==> config.mk <==
export PLATFORM = sky130hd
export DESIGN_NAME = fsw_supervisor
export DESIGN_NICKNAME = d
export VERILOG_FILES = /design/src/verilog/fsw_pkg.sv /design/src/verilog/fsw_delay_meter.sv /design/src/verilog/fsw_supervisor.sv
export VERILOG_INCLUDE_DIRS = /design/src /design/src/verilog
export SDC_FILE = /design/constraint.sdc
export NUM_CORES = 1
export LEC_CHECK = 0
export CORE_MARGIN = 3
export CORE_UTILIZATION = 46
export DETAILED_ROUTE_END_ITERATION = 16
export DONT_BUFFER_PORTS = 1
export GPL_ROUTABILITY_DRIVEN = 0
export GPL_TIMING_DRIVEN = 1
export PLACE_DENSITY_LB_ADDON = 0.25
export SLEW_MARGIN = 5
export SYNTH_ARGS = -nofsm -noshare
export SYNTH_HDL_FRONTEND = slang
export SYNTH_SLANG_ARGS = --single-unit
export TNS_END_PERCENT = 1
==> constraint.sdc <==
create_clock -name mclk -period 4.8 [get_ports mclk]
set_clock_uncertainty 0.05 [all_clocks]
set_input_delay 0.96 -clock mclk [delete_from_list [all_inputs] [get_ports mclk]]
set_output_delay 0.96 -clock mclk [all_outputs]
set_load 0.005 [all_outputs]
==> src/verilog/fsw_consts.svh <==
// Constants for the fault supervisor and watchdog block.
// Assumes a 10 MHz core clock; included by bare name.
`ifndef FSW_CONSTS_SVH
`define FSW_CONSTS_SVH
`define FSW_CLK_MHZ 10
`define FSW_WD_PER_SHORT_MS 50
`define FSW_WD_PER_LONG_MS 200
`define FSW_WD_SHORT_CYC (`FSW_WD_PER_SHORT_MS * 1000 * `FSW_CLK_MHZ)
`define FSW_WD_LONG_CYC (`FSW_WD_PER_LONG_MS * 1000 * `FSW_CLK_MHZ)
`define FSW_PUMP_UNDERVOLTAGE_FLAG_HOLD_US 64
`define FSW_PUMP_UNDERVOLTAGE_FLAG_HOLD_CYC (`FSW_PUMP_UNDERVOLTAGE_FLAG_HOLD_US * `FSW_CLK_MHZ)
`define FSW_WD_CNT_W 22
`define FSW_MEAS_W 8
`define FSW_HOLD_W 10
`define FSW_NUM_HB 8
`define FSW_TRIG_RST 1'b0
`endif

==> src/verilog/fsw_pkg.sv <==
// Types for the fault supervisor and watchdog block.
// Assumes nothing beyond the constants header.
package fsw_pkg;
  typedef enum logic [1:0] {
    FSW_EXIT_IDLE = 2'b00,
    FSW_EXIT_CLR = 2'b01,
    FSW_EXIT_SET = 2'b11
  } fsw_exit_e;
  typedef enum logic [1:0] {
    FSW_MS_IDLE = 2'b00,
    FSW_MS_RUN = 2'b01,
    FSW_MS_DONE = 2'b11
  } fsw_meas_e;
endpackage

==> src/verilog/fsw_delay_meter.sv <==
// Switching delay meter for one modulated switch.
// Assumes edge and threshold events are synchronous one-cycle pulses.
`timescale 1ns/100ps
`include "fsw_consts.svh"
module fsw_delay_meter
  import fsw_pkg::*;
(
  input wire logic mclk,
  input wire logic sys_rst,
  input wire logic gen_detect_en,
  input wire logic cmd_on,
  input wire logic cmd_off,
  input wire logic gate_on_seen,
  input wire logic gate_off_seen,
  input wire logic edge_done,
  input wire logic blank_expired,
  input wire logic guard_expired,
  input wire logic [`FSW_MEAS_W-1:0] blank_cycles,
  input wire logic [`FSW_MEAS_W-1:0] guard_cycles,
  output logic [`FSW_MEAS_W-1:0] ton_delay,
  output logic [`FSW_MEAS_W-1:0] toff_delay,
  output logic [`FSW_MEAS_W-1:0] rise_time,
  output logic [`FSW_MEAS_W-1:0] fall_time,
  output logic generator_mode
);
  fsw_meas_e st_ff;
  logic dir_on_ff;
  logic [`FSW_MEAS_W-1:0] cnt_ff;
  logic [`FSW_MEAS_W-1:0] mark_ff;

  // Counts from a command edge through the delay and then the slope.
  always_ff @(posedge mclk or posedge sys_rst) begin
    if (sys_rst) begin
      st_ff <= FSW_MS_IDLE;
      dir_on_ff <= 1'b0;
      cnt_ff <= 8'h00;
      mark_ff <= 8'h00;
    end else begin
      case (st_ff)
        FSW_MS_IDLE: begin
          if (cmd_on || cmd_off) begin
            st_ff <= FSW_MS_RUN;
            dir_on_ff <= cmd_on;
            cnt_ff <= 8'h00;
          end
        end
        FSW_MS_RUN: begin
          if (cnt_ff != 8'hff) begin
            cnt_ff <= cnt_ff + 8'h01;
          end
          if ((dir_on_ff && gate_on_seen) || (!dir_on_ff && gate_off_seen)) begin
            mark_ff <= cnt_ff;
            st_ff <= FSW_MS_DONE;
          end else if (dir_on_ff && blank_expired) begin
            mark_ff <= blank_cycles;
            st_ff <= FSW_MS_IDLE;
          end else if (!dir_on_ff && guard_expired) begin
            st_ff <= FSW_MS_IDLE;
          end
        end
        FSW_MS_DONE: begin
          if (cnt_ff != 8'hff) begin
            cnt_ff <= cnt_ff + 8'h01;
          end
          if (edge_done) begin
            st_ff <= FSW_MS_IDLE;
          end
        end
        default: st_ff <= FSW_MS_IDLE;
      endcase
    end
  end

  // Latches the measured delays and slopes.
  always_ff @(posedge mclk or posedge sys_rst) begin
    if (sys_rst) begin
      ton_delay <= 8'h00;
      toff_delay <= 8'h00;
      rise_time <= 8'h00;
      fall_time <= 8'h00;
      generator_mode <= 1'b0;
    end else begin
      if (st_ff == FSW_MS_RUN && dir_on_ff) begin
        if (gate_on_seen) begin
          ton_delay <= cnt_ff;
        end else if (blank_expired) begin
          ton_delay <= blank_cycles; // RL12
        end
      end
      if (st_ff == FSW_MS_RUN && !dir_on_ff) begin
        if (gate_off_seen) begin
          toff_delay <= cnt_ff;
          generator_mode <= 1'b0;
        end else if (guard_expired && !gen_detect_en) begin
          toff_delay <= guard_cycles; // RL13
        end else if (guard_expired && gen_detect_en) begin
          generator_mode <= 1'b1; // RL14
        end
      end
      if (st_ff == FSW_MS_DONE && edge_done) begin
        if (dir_on_ff) begin
          rise_time <= cnt_ff - mark_ff; // RL11
        end else begin
          fall_time <= cnt_ff - mark_ff; // RL11
        end
      end
    end
  end
endmodule

==> src/verilog/fsw_supervisor.sv <==
// Fault supervisor and timeout watchdog of the gate driver.
// Assumes SPI frames are decoded outside into one-cycle strobes; sys_rst comes from the logic-supply monitor.
`timescale 1ns/100ps
`include "fsw_consts.svh"

// Overview of operation
// [RL1] Supply undervoltage latches switches off and sets supply, undervoltage, pump flags.
// [RL2] Undervoltage flag clears on status clear with supply recovered; switches re-enable. Here drivers_enable stays low until the pump flag clears.
// [RL3] Overvoltage at selected level latches switches off, stops pump, sets three flags.
// [RL4] Pump restarts when overvoltage ends; flag clears only with status clear.
// [RL5] Supply shutdown discharges gates with the static charge current setting.
// [RL6] Logic-supply reset holds all logic reset, SPI silent, drivers off.
// [RL7] Pump undervoltage discharges for guard time, then drivers off; three flags latch. Here drivers_enable drops as the pump flag sets, at discharge start.
// [RL8] Pump flags clear on status clear only while pump voltage is good.
// [RL9] After supply or thermal recovery, pump flag clear refused for 64 us.
// [RL10] After reset, pump undervoltage reported if charging exceeds its time.
// [RL11] Turn-on, turn-off delays and rise, fall times are measured and readable.
// [RL12] Blank time expiry before turn-on measured reports blank time as delay.
// [RL13] Without generator detect, guard expiry reports guard time as turn-off delay.
// [RL14] With generator detect, guard expiry without turn-off marks generator operation.
// [RL15] Watchdog starts at reset, period by select bit, trigger resets to zero.
// [RL16] A valid trigger toggle restarts the watchdog period immediately.
// [RL17] Timeout or same-value trigger write is a watchdog failure.
// [RL18] Failure latches fail-safe, resets controls to defaults, turns switches off.
// [RL19] Fail-safe exit: clear, trigger one, trigger zero, consecutive frames only.
// [RL20] Position status gives the current quarter of the watchdog period.
// [RL21] With short period, position status is not reset by a timeout.
// [RL22] Disable needs unlock then disable in next frame; clearing disable re-enables.
// [RL23] Each trigger write is compared against the stored trigger value.
module fsw_supervisor
  import fsw_pkg::*;
(
  input wire logic mclk,
  input wire logic sys_rst,
  input wire logic vs_under,
  input wire logic vs_turn_on_ok,
  input wire logic vs_over_lvl1,
  input wire logic vs_over_lvl2,
  input wire logic vs_below_ov_on,
  input wire logic vcp_under,
  input wire logic thermal_shutdown_flag,
  input wire logic pump_undervoltage_flag_charge_timeout,
  input wire logic [`FSW_MEAS_W-1:0] guard_cycles,
  input wire logic [`FSW_MEAS_W-1:0] blank_cycles,
  input wire logic frame_end,
  input wire logic status_clear_cmd,
  input wire logic trig_write,
  input wire logic trig_value,
  input wire logic unlock_write,
  input wire logic disable_write,
  input wire logic disable_value,
  input wire logic period_write,
  input wire logic period_value,
  input wire logic level_write,
  input wire logic level_value,
  input wire logic gen_detect_write,
  input wire logic gen_detect_value,
  input wire logic sw_cmd_on,
  input wire logic sw_cmd_off,
  input wire logic gate_on_seen,
  input wire logic gate_off_seen,
  input wire logic edge_done,
  input wire logic blank_expired,
  input wire logic guard_expired,
  output logic drivers_enable,
  output logic gate_discharge,
  output logic use_static_gate_current,
  output logic pump_enable,
  output logic spi_ready,
  output logic supply_error_flag,
  output logic supply_undervoltage_flag,
  output logic supply_overvoltage_flag,
  output logic pump_undervoltage_flag,
  output logic global_error_flag,
  output logic fail_safe_flag,
  output logic [1:0] wd_position_status,
  output logic wd_trigger_bit,
  output logic wd_period_select,
  output logic wd_disable_bit,
  output logic overvoltage_level_select,
  output logic generator_detect_enable,
  output logic [`FSW_MEAS_W-1:0] switching_delay_status_on,
  output logic [`FSW_MEAS_W-1:0] switching_delay_status_off,
  output logic [`FSW_MEAS_W-1:0] edge_time_status_rise,
  output logic [`FSW_MEAS_W-1:0] edge_time_status_fall,
  output logic generator_mode
);
  logic [`FSW_WD_CNT_W-1:0] wd_cnt_ff;
  logic [`FSW_WD_CNT_W-1:0] wd_limit;
  logic [`FSW_HOLD_W-1:0] hold_cnt_ff;
  logic [`FSW_MEAS_W-1:0] guard_cnt_ff;
  logic unlock_ff;
  logic unlock_armed_ff;
  logic pump_fault_ff;
  logic vs_over;
  logic wd_timeout;
  logic trig_same;
  logic trig_valid;
  logic wd_fail;
  logic supply_shutdown;
  fsw_exit_e exit_ff;

  // Quarter of the period a count falls into.
  function automatic logic [1:0] quarter_of(input logic [`FSW_WD_CNT_W-1:0] cnt,
                                            input logic [`FSW_WD_CNT_W-1:0] lim);
    logic [`FSW_WD_CNT_W+1:0] c4;
    c4 = {cnt, 2'b00};
    if (c4 >= {lim, 2'b00} - {2'b00, lim}) begin
      quarter_of = 2'b11;
    end else if (c4 >= {1'b0, lim, 1'b0}) begin
      quarter_of = 2'b10;
    end else if (c4 >= {2'b00, lim}) begin
      quarter_of = 2'b01;
    end else begin
      quarter_of = 2'b00;
    end
  endfunction

  assign vs_over = overvoltage_level_select ? vs_over_lvl2 : vs_over_lvl1; // RL3
  assign wd_limit = wd_period_select ? `FSW_WD_CNT_W'(`FSW_WD_LONG_CYC) : `FSW_WD_CNT_W'(`FSW_WD_SHORT_CYC);
  assign wd_timeout = !wd_disable_bit && (wd_cnt_ff >= wd_limit - `FSW_WD_CNT_W'(1)); // RL17
  assign trig_same = trig_write && (trig_value == wd_trigger_bit); // RL23
  assign trig_valid = trig_write && (trig_value != wd_trigger_bit); // RL16
  assign wd_fail = !wd_disable_bit && (wd_timeout || trig_same); // RL17
  assign supply_shutdown = supply_undervoltage_flag || supply_overvoltage_flag || thermal_shutdown_flag;
  assign spi_ready = !sys_rst; // RL6

  // Switch enable and gate discharge control.
  always_comb begin
    drivers_enable = !sys_rst && !supply_shutdown && !pump_undervoltage_flag && !fail_safe_flag; // RL1 RL6 RL18
    gate_discharge = !drivers_enable || pump_fault_ff; // RL7
    use_static_gate_current = supply_shutdown || pump_fault_ff; // RL5
    pump_enable = !sys_rst && !(supply_overvoltage_flag && !vs_below_ov_on); // RL4
  end

  // Supply undervoltage and overvoltage flags.
  always_ff @(posedge mclk or posedge sys_rst) begin
    if (sys_rst) begin
      supply_undervoltage_flag <= 1'b0;
      supply_overvoltage_flag <= 1'b0;
    end else begin
      if (vs_under) begin
        supply_undervoltage_flag <= 1'b1; // RL1
      end else if (status_clear_cmd && vs_turn_on_ok) begin
        supply_undervoltage_flag <= 1'b0; // RL2
      end
      if (vs_over) begin
        supply_overvoltage_flag <= 1'b1; // RL3
      end else if (status_clear_cmd && vs_below_ov_on) begin
        supply_overvoltage_flag <= 1'b0; // RL4
      end
    end
  end

  // Hold-off after a supply or thermal fault before the pump flag may clear.
  always_ff @(posedge mclk or posedge sys_rst) begin
    if (sys_rst) begin
      hold_cnt_ff <= 10'h000;
    end else if (supply_shutdown) begin
      hold_cnt_ff <= `FSW_HOLD_W'(`FSW_PUMP_UNDERVOLTAGE_FLAG_HOLD_CYC); // RL9
    end else if (hold_cnt_ff != 10'h000) begin
      hold_cnt_ff <= hold_cnt_ff - 10'h001;
    end
  end

  // Pump undervoltage discharge window over the guard time.
  always_ff @(posedge mclk or posedge sys_rst) begin
    if (sys_rst) begin
      pump_fault_ff <= 1'b0;
      guard_cnt_ff <= 8'h00;
    end else if (vcp_under && !pump_undervoltage_flag && !pump_fault_ff) begin
      pump_fault_ff <= 1'b1; // RL7
      guard_cnt_ff <= guard_cycles;
    end else if (pump_fault_ff) begin
      if (guard_cnt_ff == 8'h00) begin
        pump_fault_ff <= 1'b0;
      end else begin
        guard_cnt_ff <= guard_cnt_ff - 8'h01;
      end
    end
  end

  // Pump undervoltage, supply error and global error flags.
  always_ff @(posedge mclk or posedge sys_rst) begin
    if (sys_rst) begin
      pump_undervoltage_flag <= 1'b0;
      supply_error_flag <= 1'b0;
      global_error_flag <= 1'b0;
    end else begin
      if (vcp_under || vs_under || vs_over || thermal_shutdown_flag || pump_undervoltage_flag_charge_timeout) begin
        pump_undervoltage_flag <= 1'b1; // RL1 RL3 RL7 RL10
        supply_error_flag <= 1'b1;
        global_error_flag <= 1'b1;
      end else if (status_clear_cmd && hold_cnt_ff == 10'h000 && !supply_shutdown) begin
        pump_undervoltage_flag <= 1'b0; // RL8 RL9
        supply_error_flag <= 1'b0;
        global_error_flag <= fail_safe_flag;
      end
      if (wd_fail) begin
        global_error_flag <= 1'b1;
      end
    end
  end

  // Watchdog counter and position status.
  always_ff @(posedge mclk or posedge sys_rst) begin
    if (sys_rst) begin
      wd_cnt_ff <= 22'h000000; // RL15
      wd_position_status <= 2'b00;
    end else if (wd_disable_bit || trig_valid) begin
      wd_cnt_ff <= 22'h000000; // RL16
      wd_position_status <= 2'b00;
    end else if (wd_timeout) begin
      wd_cnt_ff <= 22'h000000;
      if (wd_period_select) begin
        wd_position_status <= 2'b00; // RL21
      end
    end else begin
      wd_cnt_ff <= wd_cnt_ff + 22'h000001;
      wd_position_status <= quarter_of(wd_cnt_ff, wd_limit); // RL20
    end
  end

  // Control bits; fail-safe forces them back to defaults.
  always_ff @(posedge mclk or posedge sys_rst) begin
    if (sys_rst) begin
      wd_trigger_bit <= `FSW_TRIG_RST; // RL15
      wd_period_select <= 1'b0;
      overvoltage_level_select <= 1'b0;
      generator_detect_enable <= 1'b0;
    end else if (wd_fail) begin
      wd_trigger_bit <= `FSW_TRIG_RST; // RL18
      wd_period_select <= 1'b0;
      overvoltage_level_select <= 1'b0;
      generator_detect_enable <= 1'b0;
    end else begin
      if (trig_valid) begin
        wd_trigger_bit <= trig_value;
      end
      if (period_write && !fail_safe_flag) begin
        wd_period_select <= period_value;
      end
      if (level_write && !fail_safe_flag) begin
        overvoltage_level_select <= level_value;
      end
      if (gen_detect_write && !fail_safe_flag) begin
        generator_detect_enable <= gen_detect_value;
      end
    end
  end

  // Unlock and disable sequence.
  always_ff @(posedge mclk or posedge sys_rst) begin
    if (sys_rst) begin
      unlock_ff <= 1'b0;
      unlock_armed_ff <= 1'b0;
      wd_disable_bit <= 1'b0; // RL22
    end else begin
      if (frame_end) begin
        unlock_ff <= unlock_write;
        unlock_armed_ff <= unlock_ff && !unlock_write;
      end
      if (frame_end && unlock_ff && unlock_armed_ff) begin
        unlock_ff <= 1'b0;
      end
      if (disable_write && !disable_value) begin
        wd_disable_bit <= 1'b0; // RL22
      end else if (disable_write && disable_value && unlock_ff && !unlock_write) begin
        wd_disable_bit <= 1'b1; // RL22
      end
    end
  end

  // Fail-safe flag and its exit sequence.
  always_ff @(posedge mclk or posedge sys_rst) begin
    if (sys_rst) begin
      fail_safe_flag <= 1'b0;
      exit_ff <= FSW_EXIT_IDLE;
    end else if (wd_fail && !(fail_safe_flag && exit_ff == FSW_EXIT_SET && trig_write && !trig_value)) begin
      fail_safe_flag <= 1'b1; // RL18
      exit_ff <= (fail_safe_flag && frame_end && status_clear_cmd) ? FSW_EXIT_CLR : FSW_EXIT_IDLE;
    end else if (fail_safe_flag && frame_end) begin
      case (exit_ff)
        FSW_EXIT_IDLE: exit_ff <= status_clear_cmd ? FSW_EXIT_CLR : FSW_EXIT_IDLE; // RL19
        FSW_EXIT_CLR: exit_ff <= (trig_write && trig_value) ? FSW_EXIT_SET : FSW_EXIT_IDLE; // RL19
        FSW_EXIT_SET: begin
          if (trig_write && !trig_value) begin
            fail_safe_flag <= 1'b0; // RL19
          end
          exit_ff <= FSW_EXIT_IDLE;
        end
        default: exit_ff <= FSW_EXIT_IDLE;
      endcase
    end
  end

  fsw_delay_meter u_meter (
    .mclk(mclk),
    .sys_rst(sys_rst),
    .gen_detect_en(generator_detect_enable),
    .cmd_on(sw_cmd_on),
    .cmd_off(sw_cmd_off),
    .gate_on_seen(gate_on_seen),
    .gate_off_seen(gate_off_seen),
    .edge_done(edge_done),
    .blank_expired(blank_expired),
    .guard_expired(guard_expired),
    .blank_cycles(blank_cycles),
    .guard_cycles(guard_cycles),
    .ton_delay(switching_delay_status_on),
    .toff_delay(switching_delay_status_off),
    .rise_time(edge_time_status_rise),
    .fall_time(edge_time_status_fall),
    .generator_mode(generator_mode)
  );
endmodule
==> PnR_summary.wiki <==
{| class="wikitable"
! Metric !! Value
|-
| Outcome || finished clean
|-
| Clock tree from TritonCTS || done
|-
| Reg2reg start || wd_period_select$_DFFE_PP0P_
|-
| Total GRT Usage || 20.56%
|-
| Delay contributed by the slowest stage of the critical path || 0.62 ns
|-
| Final HPWL DP || 10960 um
|-
| Setup repair after global routing missed its margin || no
|-
| Fraction of layout instances using a drive strength above 1 || 5.000%
|-
| Actual transition at the worst max-transition pin || 1.131 ns
|-
| Leading cell type in the layout, fill and taps excluded || sky130_fd_sc_hd__dfrtp_1
|-
| Area grow syn2layout || 7.029%
|-
| Die area || 14900 um^2
|-
| Die Span X || 122.0 um
|-
| Last element of the critical path || global_error_flag$_DFFE_PP0P_
|-
| Initial core utilization || 48.11%
|-
| Peak fanout along the critical path || 15
|-
| WL met2 || 6923 um
|-
| DRC errors left || 0
|-
| Depth of the CTS H-tree || 3
|-
| Data required, critical path || 4.98 ns
|-
| Vias post-DR || 4797
|-
| Row count || 41
|-
| Register area || 2728 um^2
|-
| Critical path data arrival time || 3.36 ns
|-
| Count of max-cap constraint violations || 0
|-
| Top routing layer used || met4
|-
| Insertion delay to the later sink of the worst-skew pair || 0.36 ns
|-
| Net Count, Synth || 749
|-
| Layout Cell Area excl Fill || 6630 um^2
|-
| Minimum clock period || 3.179 ns
|-
| Maximum clock insertion buffer count || 2
|-
| Hold-fix buffers at CTS || 0
|-
| Combined area of the multi-input logic cells || 3241 um^2
|-
| Ordered cell list for the critical path || inv_1 -> ha_1 -> or3_1 -> a211oi_1 -> o21ai_1 -> o31a_1 -> or4_1
|-
| Flop-to-flop setup slack || 1.62 ns
|-
| Power Dens Cells || 421.4 nW/um^2
|-
| Worst setup path startpoint || wd_period_select$_DFFE_PP0P_
|-
| Commonest register cell after synthesis || sky130_fd_sc_hd__dfrtp_1
|-
| Number of unique standard cell types used by synthesis || 71
|-
| Worst Setup Slack post-DPL || 1.650 ns
|-
| Cell area after technology mapping || 6195 um^2
|-
| Number of synthesized register bits || 109
|-
| Count of nets left with antenna violations after detail routing || 0
|-
| Vias per Instance || 5.766
|-
| Commonest cells after routing, fill and taps aside || 109 x sky130_fd_sc_hd__dfrtp_1, 85 x sky130_fd_sc_hd__nor2_1, 68 x sky130_fd_sc_hd__nand2_1
|-
| Setup Viol. Count Final || 0
|-
| Top-Level Pins || 97
|-
| Antenna diode instance count || 0
|-
| Worst Setup End Kind || register
|-
| Number of I/O port buffers || 0
|-
| Type of the worst min-delay path || reg2reg
|-
| Nets || 736
|-
| YS warnings || 0
|-
| Max stage delay cell, worst path || sky130_fd_sc_hd__dfrtp_1
|-
| CTS-repair resized insts || 0
|-
| Critical path class || reg2reg
|-
| Sum of negative setup slack || 0 ns
|-
| Met1 wire length || 6411 um
|-
| Post-synth ARST share || 100.0%
|-
| Remaining max-slew budget at the tightest pin || 22.46%
|-
| Category of cells accounting for the largest share of critical-path delay || simple AND/OR/NAND/NOR gates
|-
| Number of buffer and inverter instances along the worst setup path || 1
|-
| Fraction of the cycle the final worst path needs || 66.24%
|-
| Master cell of the clock root buffer || sky130_fd_sc_hd__clkbuf_16
|-
| LEAKAGE || 3.079 nW
|-
| Max Clk Rate || 314.5 MHz
|-
| DR WL met3 || 1031 um
|-
| 1st-iter DRT viols || 381
|-
| Post-route worst setup slack || 1.621 ns
|-
| Number of filler cells placed in the layout || 1192
|-
| Clock sinks || 109
|-
| Clock-pin slew on the worst setup and hold paths || 0.08 ns
|-
| Vias in the first global route || 4874
|-
| Max Transition Viols Final || 0
|-
| End of the worst register-to-register path || global_error_flag$_DFFE_PP0P_
|-
| DRT Pass-1 Iters || 5
|-
| Die height || 122.0 um
|-
| Count of cell instances traversed by the critical path || 7
|-
| Setup repair bufs after CTS || 0
|-
| Global-route congestion overflow total || 0
|-
| Pin count of the biggest net entering global routing || 72
|-
| Routed length per instance || 17.59 um
|-
| Cells after Synth || 668
|-
| Kind of launch point of the worst setup path || register
|-
| Average cell area after synthesis || 9.273 um^2
|-
| Floorplan core area || 12880 um^2
|-
| Total wire length after detailed routing || 14630 um
|-
| Cts bufs inserted || 9
|-
| Hold violation total from the final report || 0
|-
| Worst R2R Path Depth || 7
|-
| Post-synth EDFFs || 0
|-
| Sequential fraction of the synthesis area || 44.03%
|-
| Maximum vdd drop || 0.2883 mV
|-
| Placement Cell Area || 6321 um^2
|-
| Antenna violations before repair || 0
|-
| Global-route wire length before repair || 24300 um
|}
-- area by class of cell --
class	count	area share, %
clock buffers	11	3.661
well taps	172	3.246
inverters	34	1.963
flip-flops and latches	109	41.14
repair buffers	1	0.1132
multi-input cells	500	48.88
clock inverters	5	1.000
-- per-layer routing --
layer / track usage, % / vias up
met4: 7.073 / 0
met1: 26.42 / 2316
met5: 0 / -
met3: 6.639 / 21
met2: 32.84 / 126
li1: - / 2334
-- sequential cells by signal, indices dropped and copies added (netlist names), 8 cells and up --
| name | flops |
|---|---|
| u_meter.ton_delay | 8 |
| wd_cnt_ff | 22 |
| hold_cnt_ff | 10 |
| u_meter.mark_ff | 8 |
| guard_cnt_ff | 8 |
| u_meter.fall_time | 8 |
| u_meter.toff_delay | 8 |
| u_meter.rise_time | 8 |
| u_meter.cnt_ff | 8 |
-- cells in the mapped netlist (10+ instances only) --
cell                       instances  area share [%]
sky130_fd_sc_hd__dfrtp_1         109              44
sky130_fd_sc_hd__inv_1            33             2.0
sky130_fd_sc_hd__o21ai_0          42             3.4
sky130_fd_sc_hd__clkbuf_1         21             1.3
sky130_fd_sc_hd__nand4_1          10             1.0
sky130_fd_sc_hd__ha_1             34             6.9
sky130_fd_sc_hd__xnor2_1          23             3.3
sky130_fd_sc_hd__a21oi_1          33             2.7
sky130_fd_sc_hd__xor2_1           15             2.1
sky130_fd_sc_hd__nor3_1           12            0.97
sky130_fd_sc_hd__mux2i_1          25             4.0
sky130_fd_sc_hd__nand3_1          20             1.6
sky130_fd_sc_hd__nor2_1           85             5.2
sky130_fd_sc_hd__nand2_1          68             4.1
-- cells by family after synthesis --
kind of cell | count (synthesis) | synth area share [%]
adders and majority gates | 35 | 7.191
DFF | 109 | 44.03
and+or+nand+nor | 260 | 20.82
xor gates and xnor gates | 38 | 5.373
buffers and inverters | 59 | 3.656
AOI/OAI and AO/OA | 138 | 14.10
muxes | 29 | 4.827
-- how the worst min path moves through the flow --
| stage | start | endpoint | slack, ns | depth (start not counted) |
|---|---|---|---|---|
| floorplan | u_meter.mark_ff[2]$_DFFE_PP0P_ | u_meter.mark_ff[2]$_DFFE_PP0P_ | 0.40 | 2 |
| global placement | u_meter.mark_ff[6]$_DFFE_PP0P_ | u_meter.mark_ff[6]$_DFFE_PP0P_ | 0.41 | 2 |
| detailed placement | u_meter.mark_ff[6]$_DFFE_PP0P_ | u_meter.mark_ff[6]$_DFFE_PP0P_ | 0.42 | 2 |
| CTS | u_meter.mark_ff[6]$_DFFE_PP0P_ | u_meter.mark_ff[6]$_DFFE_PP0P_ | 0.44 | 2 |
| global route | u_meter.mark_ff[2]$_DFFE_PP0P_ | u_meter.mark_ff[2]$_DFFE_PP0P_ | 0.47 | 2 |
| finish | u_meter.mark_ff[6]$_DFFE_PP0P_ | u_meter.mark_ff[6]$_DFFE_PP0P_ | 0.43 | 2 |
-- through the flow --
stage / std cells / util [%] / hold slack, ns / total power [mW]
2_1_floorplan: 668 / - / 0.3998 / 1.850
3_3_place_gp: 816 / 49.09 / 0.4126 / 2.011
3_5_place_dp: 816 / 49.09 / 0.4213 / 2.049
4_1_cts: 832 / 51.49 / 0.4384 / 2.834
5_1_grt: 832 / 51.49 / 0.4693 / 3.008
6_report: 832 / 51.49 / 0.4348 / 2.794
-- worst reg2reg max path, stage by stage (launching register included) --
cell	delay, ns
sky130_fd_sc_hd__dfrtp_1	0.62
sky130_fd_sc_hd__inv_1	0.40
sky130_fd_sc_hd__ha_1	0.32
sky130_fd_sc_hd__or3_1	0.30
sky130_fd_sc_hd__a211oi_1	0.26
sky130_fd_sc_hd__o21ai_1	0.11
sky130_fd_sc_hd__o31a_1	0.43
sky130_fd_sc_hd__or4_1	0.55
-- power by group --
part           internal [mW]  switching [mW]
sequential              1.12           0.210
combinational          0.277           0.415
clock                  0.428           0.346
Note: power is estimated with default switching activity, not from simulation.
